### src/modem_sync_signal_strength_and_channel_defines.vh
// Purpose: Constants for the modem sync / signal-strength configuration block
// Assumes: Included by bare name from src/
// Notes:   Register offsets are 6-bit serial-port addresses
// Functional notes
// - Start-of-frame search only runs once correlation reaches the 5-bit threshold in bits 10:6, reset 20.
// - Filter-mode bit 5 at 0 freezes the frequency-offset filter after preamble match, at 1 it updates always.
// - Phase bit 4 at 0 gives standard modulation for transmit and receive, at 1 the phase is reversed.
// - Transmit-test bits 3:2 pick the source: buffer, serial pin, cyclic buffer, or pseudo-random checksum data.
// - Receive-test bits 1:0 pick the sink: buffer, output pins, cyclic buffer, with code 3 reserved.
// - The clear-channel threshold is a signed 8-bit dB value in bits 15:8 that resets to -32.
// - The channel-free indication is asserted when strength is below threshold and is driven on its own pin.
// - A read-only signed 8-bit dB strength estimate in bits 7:0 is averaged over 8 symbol periods.
// - The strength-valid bit is set only once the receiver has been on for at least 8 symbol periods.
// - After reset the estimate reads -128, which marks it as not valid.
// - The 16-bit sync pattern, reset 0xA70F, is handled one nibble at a time from the lowest nibble up.
// - When modulating, each sync nibble of 0xF is sent as a zero symbol.
// - When demodulating, sync nibbles of 0xF are not required and only the others must match.
// - In reception a zero symbol must directly precede the first symbol that the pattern requires.
// - Channel becomes free below threshold minus a 0 to 7 dB hysteresis and busy at or above threshold.
`ifndef MODEM_SYNC_SIGNAL_STRENGTH_AND_CHANNEL_DEFINES_VH
`define MODEM_SYNC_SIGNAL_STRENGTH_AND_CHANNEL_DEFINES_VH

// ==========================================================
// Register offsets
`define REG_MODEM_CONTROL_ONE   6'h12
`define REG_SIGNAL_STRENGTH     6'h13
`define REG_FRAME_SYNC_PATTERN  6'h14

// ==========================================================
// Field positions
`define CORRELATOR_THRESHOLD_MSB            10
`define CORRELATOR_THRESHOLD_LSB            6
`define FILTER_MODE_BIT         5
`define PHASE_BIT               4
`define TX_MODE_MSB             3
`define TX_MODE_LSB             2
`define RX_MODE_MSB             1
`define RX_MODE_LSB             0
`define CTRL_USED_MSB           10

// ==========================================================
// Reset values
`define CORRELATOR_THRESHOLD_RESET          5'h14
`define CLEAR_CHANNEL_THRESHOLD_RESET           8'he0
`define SIGNAL_STRENGTH_AND_CHANNEL_INVALID            8'h80
`define SYNC_RESET              16'ha70f
`define PIN_IDLE_LEVELS         3'h2

// ==========================================================
// Timing and serial framing
`define AVG_SYMBOLS             4'h8
`define ADDR_LAST_BIT           5'h07
`define DATA_FIRST_OUT          5'h08
`define WORD_LAST_BIT           5'h17
`define FRAME_BITS              5'h18

`endif
### src/modem_sync_signal_strength_and_channel_config.v
// Purpose: Modem control, signal-strength / clear-channel and sync-pattern registers with their datapath
// Assumes: Serial port frame is address byte (bit7 0, bit6 read, bits5:0 address) then 16 data bits MSB first
// Notes:   Serial pins cross into CLK through three flops and a filter flop; SCLK must be well below CLK/8
`timescale 1ns/100ps
`include "modem_sync_signal_strength_and_channel_defines.vh"
`default_nettype none

module modem_sync_signal_strength_and_channel_config (
   // System
   input  wire        CLK,
   input  wire        RESETN,
   // Serial configuration port
   input  wire        SCLK,
   input  wire        CSN,
   input  wire        SI,
   output wire        SO,
   output wire        SO_OE,
   // Demodulator and receive-path status, plus transmit sync start
   input  wire        RX_ENABLE,
   input  wire        SYMBOL_STROBE,
   input  wire [3:0]  RX_SYMBOL,
   input  wire [7:0]  SIGNAL_STRENGTH_AND_CHANNEL_SAMPLE,
   input  wire [4:0]  CORR_LEVEL,
   input  wire        PREAMBLE_MATCH,
   input  wire [2:0]  CLEAR_CHANNEL_HYSTERESIS,
   input  wire        TX_SYNC_START,
   // Modem controls
   output wire        SFD_SEARCH_EN,
   output wire        FREQ_FILTER_HOLD,
   output wire        PHASE_INVERT,
   output wire [1:0]  TX_SOURCE,
   output wire [1:0]  RX_DEST,
   output wire        CHANNEL_FREE_FLAG,
   output wire        SIGNAL_STRENGTH_VALID,
   // Sync pattern
   output wire [3:0]  TX_SYMBOL,
   output wire        TX_SYNC_ACTIVE,
   output wire        RX_SYNC_FOUND
);

   localparam [1:0] ST_IDLE = 2'b01;
   localparam [1:0] ST_SEND = 2'b10;

   // ==========================================================
   // Pin synchronisers: {SCLK, CSN, SI}
   // Chains reset to the idle level of their pin so no edge is seen after reset
   localparam [2:0] PIN_IDLE = `PIN_IDLE_LEVELS;
   wire [2:0] pin_in;
   wire [2:0] pin_f;
   genvar g;
   assign pin_in = {SCLK, CSN, SI};
   generate
      for (g = 0; g < 3; g = g + 1) begin : pin_sync
         reg [2:0] s_q;
         reg       f_q;
         always @(posedge CLK or negedge RESETN) begin
            if (!RESETN) begin
               s_q <= {3{PIN_IDLE[g]}};
               f_q <= PIN_IDLE[g];
            end else begin
               s_q <= {s_q[1:0], pin_in[g]};
               // Noise is rejected: a level counts only once two stages agree
               if (s_q[1] == s_q[2]) begin
                  f_q <= s_q[2];
               end
            end
         end
         assign pin_f[g] = f_q;
      end
   endgenerate

   wire sclk_f = pin_f[2];
   wire csn_f  = pin_f[1];
   wire si_f   = pin_f[0];

   // ==========================================================
   // Registers and serial access
   reg  [`CTRL_USED_MSB:0] ctrl_q;
   reg  [7:0]              thr_q;
   reg  [15:0]             sync_q;
   reg                     sclk_prev_q;
   reg  [4:0]              bit_cnt_q;
   reg  [15:0]             sh_q;
   reg  [15:0]             rd_sh_q;
   reg  [7:0]              addr_q;
   reg                     so_q;
   reg                     so_oe_q;
   reg  [7:0]              signal_strength_value_q;
   reg  [15:0]             rd_data;
   wire [7:0]              addr_now = {sh_q[6:0], si_f};
   wire [15:0]             wr_data  = {sh_q[14:0], si_f};
   wire                    sclk_rise = sclk_f & ~sclk_prev_q;
   wire                    sclk_fall = ~sclk_f & sclk_prev_q;

   always @* begin
      case (addr_now[5:0])
         `REG_MODEM_CONTROL_ONE:  rd_data = {5'h00, ctrl_q};
         `REG_SIGNAL_STRENGTH:    rd_data = {thr_q, signal_strength_value_q};
         `REG_FRAME_SYNC_PATTERN: rd_data = sync_q;
         default:                 rd_data = 16'h0000;
      endcase
   end

   always @(posedge CLK or negedge RESETN) begin
      if (!RESETN) begin
         ctrl_q      <= {`CORRELATOR_THRESHOLD_RESET, 6'h00};
         thr_q       <= `CLEAR_CHANNEL_THRESHOLD_RESET;
         sync_q      <= `SYNC_RESET;
         sclk_prev_q <= 1'b0;
         bit_cnt_q   <= 5'h00;
         sh_q        <= 16'h0000;
         rd_sh_q     <= 16'h0000;
         addr_q      <= 8'h00;
         so_q        <= 1'b0;
         so_oe_q     <= 1'b0;
      end else begin
         sclk_prev_q <= sclk_f;
         so_oe_q     <= ~csn_f;
         if (csn_f) begin
            bit_cnt_q <= 5'h00;
            so_q      <= 1'b0;
         end else if (sclk_rise && bit_cnt_q != `FRAME_BITS) begin
            sh_q      <= wr_data;
            bit_cnt_q <= bit_cnt_q + 5'h01;
            if (bit_cnt_q == `ADDR_LAST_BIT) begin
               addr_q  <= addr_now;
               so_q    <= addr_now[6] & rd_data[15];
               rd_sh_q <= {rd_data[14:0], 1'b0};
            end
            // Commit on the last data bit; reads and bit7=1 frames never write
            if (bit_cnt_q == `WORD_LAST_BIT && !addr_q[7] && !addr_q[6]) begin
               case (addr_q[5:0])
                  // Reserved bits 15:11 are not stored and read back as zero
                  `REG_MODEM_CONTROL_ONE:  ctrl_q <= wr_data[`CTRL_USED_MSB:0];
                  `REG_SIGNAL_STRENGTH:    thr_q  <= wr_data[15:8];
                  `REG_FRAME_SYNC_PATTERN: sync_q <= wr_data;
                  default:                 ctrl_q <= ctrl_q;
               endcase
            end
         end else if (sclk_fall && bit_cnt_q > `DATA_FIRST_OUT) begin
            so_q    <= addr_q[6] & rd_sh_q[15];
            rd_sh_q <= {rd_sh_q[14:0], 1'b0};
         end
      end
   end

   // ==========================================================
   // Modem control outputs
   reg sfd_search_q;
   reg preamble_seen_q;
   reg filter_hold_q;
   reg phase_q;
   reg [1:0] tx_src_q;
   reg [1:0] rx_dst_q;

   always @(posedge CLK or negedge RESETN) begin
      if (!RESETN) begin
         sfd_search_q    <= 1'b0;
         preamble_seen_q <= 1'b0;
         filter_hold_q   <= 1'b0;
         phase_q         <= 1'b0;
         tx_src_q        <= 2'h0;
         rx_dst_q        <= 2'h0;
      end else begin
         sfd_search_q    <= RX_ENABLE && (CORR_LEVEL >= ctrl_q[`CORRELATOR_THRESHOLD_MSB:`CORRELATOR_THRESHOLD_LSB]);
         preamble_seen_q <= RX_ENABLE & (preamble_seen_q | PREAMBLE_MATCH);
         // Freeze follows the match in the same cycle it is seen
         filter_hold_q   <= ~ctrl_q[`FILTER_MODE_BIT] & RX_ENABLE & (preamble_seen_q | PREAMBLE_MATCH);
         phase_q         <= ctrl_q[`PHASE_BIT];
         tx_src_q        <= ctrl_q[`TX_MODE_MSB:`TX_MODE_LSB];
         rx_dst_q        <= ctrl_q[`RX_MODE_MSB:`RX_MODE_LSB];
      end
   end

   // ==========================================================
   // Signal strength average and channel-free indication
   reg  [63:0] win_q;
   reg  [10:0] sum_q;
   reg  [3:0]  cnt_q;
   reg         valid_q;
   reg         free_q;
   wire [10:0] sum_d = sum_q + {{3{SIGNAL_STRENGTH_AND_CHANNEL_SAMPLE[7]}}, SIGNAL_STRENGTH_AND_CHANNEL_SAMPLE} - {{3{win_q[63]}}, win_q[63:56]};
   wire signed [8:0] thr_s  = {thr_q[7], thr_q};
   wire signed [8:0] low_s  = thr_s - $signed({6'h00, CLEAR_CHANNEL_HYSTERESIS});
   wire signed [8:0] signal_strength_and_channel_s = {signal_strength_value_q[7], signal_strength_value_q};

   always @(posedge CLK or negedge RESETN) begin
      if (!RESETN) begin
         win_q      <= 64'h0;
         sum_q      <= 11'h000;
         cnt_q      <= 4'h0;
         valid_q    <= 1'b0;
         signal_strength_value_q <= `SIGNAL_STRENGTH_AND_CHANNEL_INVALID;
         free_q     <= 1'b0;
      end else begin
         if (!RX_ENABLE) begin
            win_q      <= 64'h0;
            sum_q      <= 11'h000;
            cnt_q      <= 4'h0;
            valid_q    <= 1'b0;
            signal_strength_value_q <= `SIGNAL_STRENGTH_AND_CHANNEL_INVALID;
         end else if (SYMBOL_STROBE) begin
            win_q <= {win_q[55:0], SIGNAL_STRENGTH_AND_CHANNEL_SAMPLE};
            sum_q <= sum_d;
            if (cnt_q != `AVG_SYMBOLS) begin
               cnt_q <= cnt_q + 4'h1;
            end
            if (cnt_q >= `AVG_SYMBOLS - 4'h1) begin
               valid_q    <= 1'b1;
               signal_strength_value_q <= sum_d[10:3];
            end
         end
         if (signal_strength_and_channel_s >= thr_s) begin
            free_q <= 1'b0;
         end else if (signal_strength_and_channel_s < low_s) begin
            free_q <= 1'b1;
         end
      end
   end

   // ==========================================================
   // Sync pattern: transmit sequencer
   reg [1:0] tx_st_q;
   reg [1:0] tx_idx_q;
   reg [3:0] tx_sym_q;

   function [3:0] tx_nibble;
      input [15:0] pat;
      input [1:0]  idx;
      reg   [3:0]  n;
      begin
         n = pat[idx*4 +: 4];
         tx_nibble = (n == 4'hf) ? 4'h0 : n;
      end
   endfunction

   always @(posedge CLK or negedge RESETN) begin
      if (!RESETN) begin
         tx_st_q  <= ST_IDLE;
         tx_idx_q <= 2'h0;
         tx_sym_q <= 4'h0;
      end else begin
         case (tx_st_q)
            ST_IDLE: begin
               if (TX_SYNC_START) begin
                  tx_st_q  <= ST_SEND;
                  tx_idx_q <= 2'h0;
                  tx_sym_q <= tx_nibble(sync_q, 2'h0);
               end
            end
            ST_SEND: begin
               if (SYMBOL_STROBE) begin
                  if (tx_idx_q == 2'h3) begin
                     tx_st_q  <= ST_IDLE;
                     tx_sym_q <= 4'h0;
                  end else begin
                     tx_idx_q <= tx_idx_q + 2'h1;
                     tx_sym_q <= tx_nibble(sync_q, tx_idx_q + 2'h1);
                  end
               end
            end
            default: tx_st_q <= ST_IDLE;
         endcase
      end
   end

   // ==========================================================
   // Sync pattern: receive matcher
   reg  [19:0] hist_q;
   reg  [2:0]  hist_cnt_q;
   reg         check_q;
   reg         found_q;
   reg  [2:0]  first_k;
   wire [3:0]  nib_ok;
   wire [3:0]  zero_nib = hist_q[(3'h4 - first_k)*4 +: 4];
   integer     i;

   generate
      for (g = 0; g < 4; g = g + 1) begin : nib_cmp
         // Nibble g arrived (3-g) symbols before the newest one
         assign nib_ok[g] = (sync_q[g*4 +: 4] == 4'hf) ||
                            (hist_q[(3-g)*4 +: 4] == sync_q[g*4 +: 4]);
      end
   endgenerate

   always @* begin
      first_k = 3'h4;
      for (i = 3; i >= 0; i = i - 1) begin
         if (sync_q[i*4 +: 4] != 4'hf) begin
            first_k = i[2:0];
         end
      end
   end

   always @(posedge CLK or negedge RESETN) begin
      if (!RESETN) begin
         hist_q     <= 20'h0;
         hist_cnt_q <= 3'h0;
         check_q    <= 1'b0;
         found_q    <= 1'b0;
      end else begin
         check_q <= 1'b0;
         found_q <= 1'b0;
         if (!sfd_search_q) begin
            hist_q     <= 20'h0;
            hist_cnt_q <= 3'h0;
         end else if (SYMBOL_STROBE) begin
            hist_q  <= {hist_q[15:0], phase_q ? ~RX_SYMBOL : RX_SYMBOL};
            check_q <= 1'b1;
            if (hist_cnt_q != 3'h5) begin
               hist_cnt_q <= hist_cnt_q + 3'h1;
            end
         end
         if (check_q && hist_cnt_q == 3'h5) begin
            found_q <= (&nib_ok) && (zero_nib == 4'h0);
         end
      end
   end

   // ==========================================================
   // Outputs
   assign SO                    = so_q;
   assign SO_OE                 = so_oe_q;
   assign SFD_SEARCH_EN         = sfd_search_q;
   assign FREQ_FILTER_HOLD      = filter_hold_q;
   assign PHASE_INVERT          = phase_q;
   assign TX_SOURCE             = tx_src_q;
   assign RX_DEST               = rx_dst_q;
   assign CHANNEL_FREE_FLAG     = free_q;
   assign SIGNAL_STRENGTH_VALID = valid_q;
   assign TX_SYMBOL             = tx_sym_q;
   assign TX_SYNC_ACTIVE        = tx_st_q[1];
   assign RX_SYNC_FOUND         = found_q;

endmodule

`default_nettype wire

### config.mk
export PLATFORM = sky130hd
export DESIGN_NAME = modem_sync_signal_strength_and_channel_config
export DESIGN_NICKNAME = d
export VERILOG_FILES = /design/src/modem_sync_signal_strength_and_channel_config.v
export VERILOG_INCLUDE_DIRS = /design/src /design/src/src
export SDC_FILE = /design/constraint.sdc
export NUM_CORES = 1
export LEC_CHECK = 0
export BUFFER_PORTS_ARGS = -buffer_cell sky130_fd_sc_hd__buf_2
export CAP_MARGIN = 20
export CORE_MARGIN = 4
export CORE_UTILIZATION = 30
export CTS_CLUSTER_DIAMETER = 60
export DETAILED_ROUTE_END_ITERATION = 12
export SETUP_SLACK_MARGIN = 0.4
export SLEW_MARGIN = 20
export SYNTH_ARGS = -nofsm -noshare
export SYNTH_HDL_FRONTEND = slang
export SYNTH_SLANG_ARGS = --single-unit
### constraint.sdc
create_clock -name CLK -period 2.6 [get_ports CLK]
set_input_delay 0.13 -clock CLK [delete_from_list [all_inputs] [get_ports CLK]]
set_output_delay 0.13 -clock CLK [all_outputs]
set_load 0.005 [all_outputs]
* Yosys cells after proc, flatten, opt, wreduce, memory -nomap -nowiden
Cells that the tools add are included.
** Storage, ports and cells
- Bits in registers :: 224
- Input bits :: 29
- Output and inout port bits :: 17
- Logic and storage cells :: 190
** Operators by class
- Add/sub/neg operators :: 8
- $lt $le $gt $ge :: 5
- Eq/ne operators :: 42
- Shift-type cells :: 2
- Multiplexer cells :: 52
- Bitwise gates (word level) :: 13
- Reductions and logical operators :: 33
** Operators with widths (count)
- two-way mux 64 bit :: 2
- two-way mux 16 bit :: 3
- one-hot mux 16 bit (3 select lines) :: 1
- two-way mux 20 bit :: 2
- equality test 6 x 5 -> 1 bit, second input constant :: 6
- two-way mux 4 bit :: 9
- variable part select 20 x 33 -> 4 bit :: 1
- two-way mux 8 bit :: 3
- two-way mux 11 bit :: 2
- two-way mux 3 bit :: 7
- equality test 4 bit, second input constant :: 5
- != test 4 bit, second input constant :: 5
- AND reduction 4 bit :: 5
- equality test 4 bit :: 4
- variable part select 16 x 5 -> 4 bit :: 1
- two-way mux 1 bit :: 12
- two-way mux 2 bit :: 6
- AND reduction 3 bit :: 4
- adder 11 bit :: 1
- subtractor 11 bit :: 1
- two-way mux 5 bit :: 2
- != test 2 x 1 -> 1 bit, second input constant :: 5
- != test 2 bit, second input constant :: 5
- AND reduction 2 bit :: 5
- other kinds (32) :: 58

* Logic depth before layout (Yosys ltp)
Gate-level depths: netlist (run 1).
- Depth in word-level cells :: 10
- Gate-level depth with buffers :: 13
- Depth with buffers taken out :: 13

* Worst setup path before layout (run 1)
Ideal clock, no wire load.
- Path kind :: register -> register
- From :: register win_q[57]
- To :: register sum_q[8]
- Library setup time :: 0.078 ns
- Data arrival time :: 2.710 ns
- Data required time :: 2.522 ns
- Setup slack :: -0.188 ns
- Stages on the path, launching flop included :: 10
- Cell sequence :: dfrtp_1 -> fa_1 -> inv_1 -> fa_1 -> a211o_1 -> a21o_1 -> a2111oi_0 -> nor4_1 -> nand3b_1 -> a21oi_1
** On the way
- Cells in the longest elaborated chain, start to end :: 3
** Ends and longest elaborated chain
- from (decl) :: line modem_sync_signal_strength_and_channel_config.v:177 : reg [63:0] win_q;
- from (signal assigned) :: line modem_sync_signal_strength_and_channel_config.v:203 : win_q <= {win_q[55:0], SIGNAL_STRENGTH_AND_CHANNEL_SAMPLE};
- subtractor 11 bit :: line modem_sync_signal_strength_and_channel_config.v:182 : wire [10:0] sum_d = sum_q + {{3{SIGNAL_STRENGTH_AND_CHANNEL_SAMPLE[7]}}, SIGNAL_STRENGTH_AND_CHANNEL_SAMPLE} - ...
- two-way mux 11 bit :: line modem_sync_signal_strength_and_channel_config.v:202 : end else if (SYMBOL_STROBE) begin
- two-way mux 11 bit :: line modem_sync_signal_strength_and_channel_config.v:196 : if (!RX_ENABLE) begin
- to (signal assigned) :: line modem_sync_signal_strength_and_channel_config.v:204 : sum_q <= sum_d;
- to (decl) :: line modem_sync_signal_strength_and_channel_config.v:178 : reg [10:0] sum_q;
Every way passes these cells. The select of a mux whose other input is x is not followed.
A chain may end at the register's enable or synchronous reset.

* Worst setup path after layout (run 1)
Same ends and word-level chain as after synthesis.

==> results of run 1 <==
==> through the flow <==
step | util (%) | cells | TNS, ns
global route | 37.6 | 1594 | -0.354
global placement | 33.3 | 1503 | 0
floorplan | - | 998 | 0
detailed placement | 33.3 | 1503 | -0.0458
CTS | 36.4 | 1575 | -0.0117
finish | 37.6 | 1595 | -0.0170
==> what timing repair did <==
action,CTS,global route
gates resized for setup,18,60
cloned,0,1
hold buffers,20,0
pin swaps,20,42
endpoints found under the setup margin,28,34
hold endpoints to repair,91,0
setup buffers,4,18
==> sequential cells by signal, indices dropped and copies added (netlist names), 3 cells and up <==
register and count:
signal_strength_value_q 8, rd_sh_q 15, sync_q 16, hist_q 20, win_q 64, hist_cnt_q 3, bit_cnt_q 5, sum_q 11
addr_q 8, pin_sync.s_q 9, thr_q 8, cnt_q 4, TX_SYMBOL 4, sh_q 15, ctrl_q 11
==> where the power goes <==
group / switching (mW) / total (mW) / internal (mW)
clock network: 1.46 / 3.59 / 2.13
registers: 0.393 / 4.14 / 3.75
logic: 1.30 / 2.55 / 1.25
==> final timing paths <==
kind / startpoint / end / slack [ns]
worst max-delay path: win_q[57] / sum_q[8] / -0.02
max in group asynchronous: RESETN / signal_strength_value_q[7] / 1.67
worst min register to register: pin_sync[2].s_q[0] / pin_sync[2].s_q[1] / 0.35
min in group asynchronous: RESETN / TX_SOURCE[0] / 0.14
worst min-delay path: SYMBOL_STROBE / win_q[54] / 0.04
worst max register to register: win_q[57] / sum_q[8] / -0.02
==> critical path: cells and delay by family (launching register included) <==
kind | cells | cell delay [ns]
AOI/OAI and AO/OA | 4 | 1.00
adders and majority gates | 2 | 0.86
DFF | 1 | 0.40
and+or+nand+nor | 2 | 0.25
buffers and inverters | 1 | 0.05
==> cells in the final DEF (no fill, tap or decap), drive strengths merged, types with 3 or more instances in the layout <==
master / count
o31ai: 5
nor4b: 4
nor4: 8
nand4: 8
ha: 44
nand4b: 4
inv: 73
dlygate4sd3: 20
mux2: 63
and3: 3
dfstp: 20
mux4: 5
a211oi: 4
a2111oi: 3
fa: 11
nand3: 5
mux2i: 87
a22oi: 4
clkbuf: 39
nand2b: 5
nor2: 102
o21ai: 52
a221o: 10
xnor2: 21
dfrtp: 203
o41ai: 5
a32oi: 5
nor3: 7
nand3b: 3
o211a: 5
maj3: 3
nor2b: 21
a21o: 12
clkinv: 9
xor2: 22
buf: 105
nor3b: 4
nand2: 66
a21oi: 29
o22ai: 3
==> cells by family after synthesis <==
group           count (synthesis)  synth area share [%]
compound gates                153                  9.00
xor+xnor                       43                  3.35
fa+ha+maj                      58                  7.12
buf+inv                       118                  4.32
flops                         223                  49.8
mux                           155                  15.4
simple gates                  248                  11.0
==> per-layer routing <==
layer  vias to the layer above  global-route usage [%]  routed length (µm)
met1                      3812                    16.5               12000
li1                       3683                       -                   -
met4                         2                    3.49                 650
met5                         -                       0                  13
met2                        90                    19.7               11800
met3                        47                    2.27                 768
==> final cells by class <==
cell class / count / area (µm²)
clock buffer: 38 / 797
fill: 3600 / 23000
timing repair buffer: 126 / 966
sequential: 223 / 5610
antenna: 1 / 2.50
multi-input combinational: 657 / 5530
tap: 468 / 586
clock inverter: 10 / 67.6
inverter: 72 / 270
==> impl_metrics.csv, run 1 <==
group,metric,value,unit
grt,grt_pass1_vias,7903,
yosys,synth_top_area_cell,"dfrtp_1",
floorplanning,die_h,202,µm
clock_tree,htreeDepth,1,
hold_path,hold_path.class,"in -> reg",
finish,drive_gt1_share,26.9,%
run,maxCapViolations,0,
floorplanning,num_rows,70,
yosys,ys_top_cells_by_count,"dfrtp_1, nor2_1, mux2i_1, inv_1, nand2_1",
worst_setup_path,worstSetupPathType,"reg -> reg",
sta,fin_skew,0.0152,ns
clock_tree,cts_buffers,26,
sta,min_period_over_period,101,%
yosys,synth_edf_count,0,
floorplanning,num_io_pins,46,
clock_tree,cts_max_path_buffers,3,
status,status,"finished with violations",
yosys,ys_seq_area_share,49.8,%
sta,setup_ws,-0.0170,ns
placed_design,place_area,0.0122,mm²
placed_design,place_ws,-0.0458,ns
yosys,ys_types,65,
sta,fin_crit,2.62,ns
finish,nets,1190,
yosys,syn_avg_cell_area,11.3,µm²
hold_path,min_delay_path_depth,3,
grt,grt_pass1_wl,41400,µm
yosys,synth_flop_cell,"dfrtp_1",
floorplanning,die_w,202,µm
clock_tree,root_buffer,"clkbuf_16",
worst_setup_path,cpMaxStageDelayCell,"fa_1",
sta,tightest_slew,0.921,ns
route,wl_per_cell,15.8,µm
clock_tree,cts_sinks,223,
route,wl,25300,µm
worst_setup_path,cp-end-kind,"flop",
yosys,netlist.area_leader.share,45.2,%
finish,final_area,0.0138,mm²
route,drt_pass1_iterations,4,
grt,antenna_found_initial,1,
sta,hold_viol,0,
power_and_ir_drop,power.total,10.3,mW
yosys,synth_nets,1082,
yosys,synthesis.area,0.0112,mm²
worst_setup_path,cp-start-kind,"flop",
clock_tree,cts_tree,"done",
finish,synthToLayoutAreaGrowth,23.0,%
worst_setup_path,max_stage_delay,0.52,ns
clock_tree,clk_latency,0.54,ns
yosys,synthTopCellsByArea,"dfrtp_1, mux2i_1, mux2_2, ha_1, dfstp_2",
sta,rsz0062_at_grt,"yes",
yosys,yosysWarnings,0,
status,violations,"setup timing",
sta,max_freq,382,MHz
placed_design,place_hpwl,17100,µm
power_and_ir_drop,p_per_area,744,mW/mm²
grt,grt_max_degree,71,
yosys,yosys_register_bits,223,
placed_design,portBuffers,45,
route,drc,0,
route,drtAntennaViolNets,0,
floorplanning,design.core.area,0.0368,mm²
worst_setup_path,path_max_fanout,3,
sta,hold_slack,0.0389,ns
clock_tree,clk_pin_slew_worst_paths,0.06,ns
yosys,async_reset_ff_share,100,%
yosys,yosysMostFrequentCell,"dfrtp_1",
power_and_ir_drop,leakage,6.59,nW
sta,maxSlewViolCount,0,
power_and_ir_drop,ir_drop,0.467,mV
floorplanning,start_util,30.6,%
worst_setup_path,worstRegToRegCells,9,
floorplanning,die_area,0.0407,mm²
route,viasPerCell,4.79,
sta,final-setup-viol-count,1,
grt,grt_overflow,0,
route,initialDrtViolationCount,369,
yosys,synthCells,998,
placed_design,gp_congestion,0.815,
sta,slew_headroom,38.6,%
worst_setup_path,arrival,3.09,ns
grt,grtUsageTotal,12.1,%
route,vias,7634,
worst_setup_path,worstPathCellList,"fa_1 > inv_2 > fa_2 > a211o_1 > a21o_1 > a2111oi_4 > nor4_2 > nand3b_1 > a21oi_1",
worst_setup_path,worstPathRequired,3.07,ns
No activity file was read; power rests on OpenSTA's default activity.
==> inputs of run 2 (changes only) <==
--- a/config.mk
+++ b/config.mk
@@ -12,8 +12,8 @@
 export CORE_UTILIZATION = 30
 export CTS_CLUSTER_DIAMETER = 60
 export DETAILED_ROUTE_END_ITERATION = 12
+export PLACE_DENSITY = 0.45
 export SETUP_SLACK_MARGIN = 0.4
-export SLEW_MARGIN = 20
 export SYNTH_ARGS = -nofsm -noshare
 export SYNTH_HDL_FRONTEND = slang
 export SYNTH_SLANG_ARGS = --single-unit
==> constraint.sdc (replaced) <==
create_clock -name CLK -period 2.6 [get_ports CLK]
set_input_delay 0.39 -clock CLK [delete_from_list [all_inputs] [get_ports CLK]]
set_output_delay 0.39 -clock CLK [all_outputs]
set_load 0.005 [all_outputs]
==> run 2 against run 1 <==
  * The flow still finishes with violations (setup timing)
  * Non-clock buffer count up 8
  * Combinational power up 2%
  * Critical endpoint is now sum_q[10]
  * Hold slack better by 0.011 ns
  * Sequential share of layout area down 0.59 points
  * Flip-flop and latch count unchanged
  * Fmax down 1.3%
  * Clock power up 13%
  * Setup slack worse by 0.035 ns
  * Die area unchanged
  * Clock skew up 0.015 ns
==> impl_metrics.csv, run 2 (synthesized netlist as in run 1, its figures left out) <==
group,metric,value,unit
clock_tree,clk_latency,0.57,ns
worst_setup_path,cp-end-kind,"flop",
grt,grt_use_met3,2.40,%
worst_setup_path,cp-start-kind,"flop",
route,vias,7664,
clock_tree,cts_tree,"done",
worst_setup_path,worstPathRequired,3.09,ns
worst_setup_path,timing.rr.start,"sum_q[1]",
finish,top_register,"win_q",
placed_design,portBuffers,45,
grt,grt_max_degree,68,
sta,max_freq,377,MHz
worst_setup_path,r2r_slack,-0.05,ns
sta,finalSetupTns,-0.0657,ns
worst_setup_path,critPathBufInv,3,
hold_path,hold_path.class,"in -> reg",
floorplanning,design.core.area,0.0368,mm²
worst_setup_path,path_max_fanout,2,
finish,final_area,0.0140,mm²
sta,fin_crit,2.65,ns
power_and_ir_drop,ir_drop,0.589,mV
placed_design,place_hpwl,18300,µm
worst_setup_path,cpMaxStageDelayCell,"fa_1",
sta,maxSlewViolCount,0,
grt,grt_pass1_vias,7992,
worst_setup_path,worstPathCellList,"inv_2 > fa_1 > inv_2 > fa_2 > a211o_1 > a21o_1 > buf_6 > a21o_1 > a21oi_2 > xnor2_2 > a211oi_2",
sta,final-setup-viol-count,3,
route,initialDrtViolationCount,308,
status,status,"finished with violations",
clock_tree,htreeDepth,1,
clock_tree,cts_max_path_buffers,3,
sta,hold_viol,0,
run,maxCapViolations,0,
floorplanning,die_h,202,µm
route,wl,26600,µm
power_and_ir_drop,leakage,6.68,nW
worst_setup_path,worstRegToRegCells,11,
floorplanning,start_util,30.6,%
sta,fin_skew,0.0298,ns
floorplanning,die_area,0.0407,mm²
finish,drive_gt1_share,28.4,%
route,drc,0,
clock_tree,clk_pin_slew_worst_paths,0.06,ns
clock_tree,cts_sinks,223,
worst_setup_path,max_stage_delay,0.52,ns
sta,setup_ws,-0.0520,ns
grt,grt_busiest_layer,"met2",
finish,synthToLayoutAreaGrowth,24.8,%
finish,final_common_cell,"dfrtp_1",
status,violations,"setup timing",
sta,min_period_over_period,102,%
grt,grt_use_met2,22.0,%
placed_design,gp_congestion,0.771,
worst_setup_path,worstSetupPathType,"reg -> reg",
power_and_ir_drop,p_per_area,767,mW/mm²
route,wl_per_cell,16.5,µm
grt,use_met1,17.6,%
clock_tree,root_buffer,"clkbuf_16",
finish,fin_cells,1609,
finish,largest_reg_flops,64,
placed_design,dp_cells,1525,
grt,antenna_found_initial,1,
route,drt_pass1_iterations,4,
floorplanning,die_w,202,µm
worst_setup_path,cp_top_family,"compound AO/OA/AOI/OAI gates",
placed_design,place_area,0.0125,mm²
finish,reg_top3,"win_q: 64 flops, hist_q: 20 flops, sync_q: 16 flops",
hold_path,hold_path.startpoint,"PREAMBLE_MATCH",
finish,layout_common_cells,"dfrtp_1, nor2_1, mux2i_1",
route,drtAntennaViolNets,0,
grt,grtUsageTotal,13.1,%
floorplanning,num_io_pins,46,
hold_path,min_delay_path_depth,3,
placed_design,place_ws,-0.197,ns
grt,grt_pass1_wl,44000,µm
finish,nets,1202,
hold_path,min_to,"preamble_seen_q",
sta,rsz0062_at_grt,"yes",
grt,grt_overflow,0,
sta,tightest_slew,0.837,ns
sta,slew_headroom,44.0,%
clock_tree,cts_buffers,30,
floorplanning,num_rows,70,
worst_setup_path,r2r_end,"sum_q[10]",
worst_setup_path,arrival,3.14,ns
route,viasPerCell,4.76,
## run 2: cell types whose count changed in the layout (fill, tap and decap cells not counted), sizes merged
cell / delta
clkinv: -5
clkinvlp: +3
clkbuf: +2
bufinv: +3
buf: +25
dlygate4sd3: -16
inv: +2
## run 2: report_power, final
group	switching [mW]	internal, mW	leakage [nW]	total (mW)
Combinational	1.33	1.27	3.25	2.59
Sequential	0.362	3.75	2.97	4.11
Clock	1.60	2.47	0.464	4.06
## run 2: how the worst max path moves through the flow
stage | start | to | slack (ns) | depth (start not counted)
5_1_grt | win_q[56] | sum_q[8] | -0.15 | 10
3_3_place_gp | SIGNAL_STRENGTH_AND_CHANNEL_SAMPLE[2] | sum_q[8] | -0.15 | 11
2_1_floorplan | sum_q[1] | sum_q[8] | 0.06 | 10
3_5_place_dp | SIGNAL_STRENGTH_AND_CHANNEL_SAMPLE[2] | sum_q[8] | -0.20 | 11
4_1_cts | win_q[57] | sum_q[8] | -0.09 | 9
6_report | sum_q[1] | sum_q[10] | -0.05 | 11
## run 2: layout make-up
class / count / area, µm²
clock inverter: 13 / 174
tap: 468 / 586
fill: 3632 / 22800
antenna: 1 / 2.50
timing repair buffer: 134 / 1020
clock buffer: 41 / 802
multi-input combinational: 657 / 5580
inverter: 72 / 270
sequential: 223 / 5610
## run 2: through the flow
| stage | total power [mW] | util, % | hold WS (ns) |
|---|---|---|---|
| floorplan | 5.62 | - | 0.0944 |
| global placement | 6.39 | 33.9 | 0.335 |
| detailed placement | 6.41 | 33.9 | 0.341 |
| CTS | 10.7 | 37.1 | 0.0240 |
| global route | 11.4 | 38.1 | 0.0758 |
| finish | 10.8 | 38.2 | 0.0498 |
## run 2: what timing repair did
action | in CTS | in global routing
hold endpoints to repair | 53 | 0
gates resized for setup | 25 | 55
hold buffers | 4 | 0
pin swaps | 24 | 51
buffers inserted | 8 | 17
setup endpoints to repair | 38 | 47
cloned | 0 | 0
## run 2: layer usage
layer,vias up,share of wire [%],routed length [µm]
li1,3709,-,-
met1,3818,46,12100
met2,92,49,12900
met3,45,3.2,853
met4,0,2.5,656
met5,-,0,0
## run 2: worst reg2reg max path, stage by stage, from the launching register on
cell,delay [ns]
dfrtp_1,0.35
inv_2,0.04
fa_1,0.52
inv_2,0.05
fa_2,0.33
a211o_1,0.28
a21o_1,0.22
buf_6,0.14
a21o_1,0.18
a21oi_2,0.17
xnor2_2,0.09
a211oi_2,0.22
==> inputs of run 3 (changes only) <==
--- a/config.mk
+++ b/config.mk
@@ -12,7 +12,8 @@
 export CORE_UTILIZATION = 30
 export CTS_CLUSTER_DIAMETER = 60
 export DETAILED_ROUTE_END_ITERATION = 12
-export PLACE_DENSITY = 0.45
+export MAX_ROUTING_LAYER = met4
+export PLACE_DENSITY_LB_ADDON = 0.15
 export SETUP_SLACK_MARGIN = 0.4
 export SYNTH_ARGS = -nofsm -noshare
 export SYNTH_HDL_FRONTEND = slang
==> run 3 against run 2 <==
  * The flow still finishes with violations (setup timing)
  * Design area shrank 0.55%
  * Clock-buffer cell count rose by 1
  * Final cell count down 0.19%
==> impl_metrics.csv, run 3 (synthesized netlist as in run 1, its figures left out) <==
group,metric,value,unit
grt,grt_pass1_vias,7870,
finish,nets,1199,
status,violations,"setup timing",
power_and_ir_drop,ir_drop,0.626,mV
worst_setup_path,max_stage_delay,0.53,ns
placed_design,place_hpwl,18300,µm
route,drtAntennaViolNets,0,
sta,hold_slack,0.0926,ns
route,wl_per_cell,16.3,µm
worst_setup_path,path_max_fanout,3,
grt,antenna_found_initial,1,
finish,largest_reg_flops,64,
clock_tree,cts_buffers,29,
placed_design,portBuffers,45,
worst_setup_path,crit_top_cell,"a21o_1",
floorplanning,die_h,202,µm
finish,fin_cells,1606,
finish,reg_top3,"win_q: 64 flops, hist_q: 20 flops, sync_q: 16 flops",
sta,max_freq,372,MHz
route,drc,0,
run,maxCapViolations,0,
grt,grt_pass1_wl,43300,µm
placed_design,gp_congestion,0.784,
route,wl,26200,µm
sta,min_period_over_period,103,%
sta,setup_ws,-0.0854,ns
sta,tightest_slew,0.792,ns
clock_tree,clk_pin_slew_worst_paths,0.06,ns
power_and_ir_drop,leakage,6.67,nW
floorplanning,num_rows,70,
finish,top_register,"win_q",
sta,slew_headroom,47.2,%
route,viasPerCell,4.69,
grt,grtUsageTotal,13.2,%
route,initialDrtViolationCount,251,
sta,rsz0062_at_grt,"yes",
clock_tree,clk_latency,0.55,ns
hold_path,hold_path.class,"in -> reg",
placed_design,place_area,0.0125,mm²
worst_setup_path,worstPathCellList,"fa_1 > inv_2 > fa_2 > a211o_1 > a21o_1 > buf_4 > a21o_1 > a21oi_2 > xnor2_1 > a211oi_1",
sta,fin_skew,0.0226,ns
sta,finalSetupTns,-0.263,ns
power_and_ir_drop,p_per_area,777,mW/mm²
grt,grt_overflow,0,
clock_tree,cts_tree,"done",
floorplanning,die_w,202,µm
status,status,"finished with violations",
clock_tree,root_buffer,"clkbuf_16",
worst_setup_path,arrival,3.13,ns
worst_setup_path,cpMaxStageDelayCell,"fa_1",
sta,final-setup-viol-count,4,
route,drt_pass1_iterations,4,
finish,layout_common_cells,"dfrtp_1, nor2_1, mux2i_1",
floorplanning,start_util,30.6,%
placed_design,dp_cells,1530,
finish,final_common_cell,"dfrtp_1",
clock_tree,cts_sinks,223,
worst_setup_path,cp_top_family,"compound AO/OA/AOI/OAI gates",
finish,final_area,0.0140,mm²
floorplanning,num_io_pins,46,
finish,synthToLayoutAreaGrowth,24.1,%
route,vias,7537,
sta,fin_crit,2.69,ns
grt,grt_max_degree,68,
worst_setup_path,critPathBufInv,2,
finish,drive_gt1_share,28.6,%
floorplanning,die_area,0.0407,mm²
sta,maxSlewViolCount,0,
sta,hold_viol,0,
worst_setup_path,cp-start-kind,"flop",
worst_setup_path,worstSetupPathType,"reg -> reg",
floorplanning,design.core.area,0.0368,mm²
clock_tree,htreeDepth,1,
clock_tree,cts_max_path_buffers,3,
worst_setup_path,cp-end-kind,"flop",
worst_setup_path,worstPathRequired,3.05,ns
run 3: changes by cell type in the layout (fill, tap and decap cells not counted), moves of 3 or more:
cell      delta
clkbuf_8     +6
clkbuf_1     -4
buf_4        +3
buf_12       -3
mux2_2      +11
mux2_4      -11
run 3: worst min-delay path: stages:
cell	delay [ns]
buf_2	0.08
nor2_1	0.05
nor2_1	0.07
run 3: final timing paths:
kind                                 endpoint  slack, ns               start  depth (start not counted)
setup reg to reg                    sum_q[10]      -0.09           win_q[57]                         10
hold reg to reg            pin_sync[0].s_q[1]       0.35  pin_sync[0].s_q[0]                          0
setup / recovery                    sum_q[10]      -0.09           win_q[57]                         10
min in group asynchronous               SO_OE       0.38              RESETN                          2
max in group asynchronous            win_q[5]       1.40              RESETN                          3
hold / removal                preamble_seen_q       0.09      PREAMBLE_MATCH                          3
run 3: area by class of cell:
class / count / area [µm²]
inverters: 72 / 270
fillers: 3651 / 22800
clock inverters: 11 / 153
repair buffers: 132 / 956
clock buffers: 42 / 845
diodes: 1 / 2.50
flip-flops and latches: 223 / 5610
multi-input cells: 657 / 5540
well taps: 468 / 586
run 3: timing repair:
action | CTS | global route
pin swaps | 42 | 38
gates resized for setup | 29 | 37
hold buffers | 4 | 0
setup endpoints to repair | 24 | 51
setup buffers | 8 | 10
hold endpoints to repair | 57 | 0
run 3: where the power goes:
part           total [mW]  switching, mW  internal, mW
Clock                4.13           1.57          2.56
Sequential           4.11          0.359          3.75
Combinational        2.61           1.33          1.28
run 3: routing by layer:
metal / track usage [%] / wire length [µm] / up-vias
met4: 3.66 / 775 / 0
met1: 17.3 / 12100 / 3697
li1: - / - / 3704
met3: 2.13 / 706 / 47
met2: 21.5 / 12500 / 89
met5: - / 0 / -
run 3: stage by stage:
| stage | worst slack (ns) | utilization (%) | total power, mW |
|---|---|---|---|
| 2_1_floorplan | 0.0601 | - | 5.62 |
| 3_3_place_gp | -0.171 | 33.9 | 6.39 |
| 3_5_place_dp | -0.192 | 33.9 | 6.41 |
| 4_1_cts | -0.102 | 37.2 | 10.8 |
| 5_1_grt | -0.249 | 37.9 | 11.5 |
| 6_report | -0.0854 | 37.9 | 10.8 |
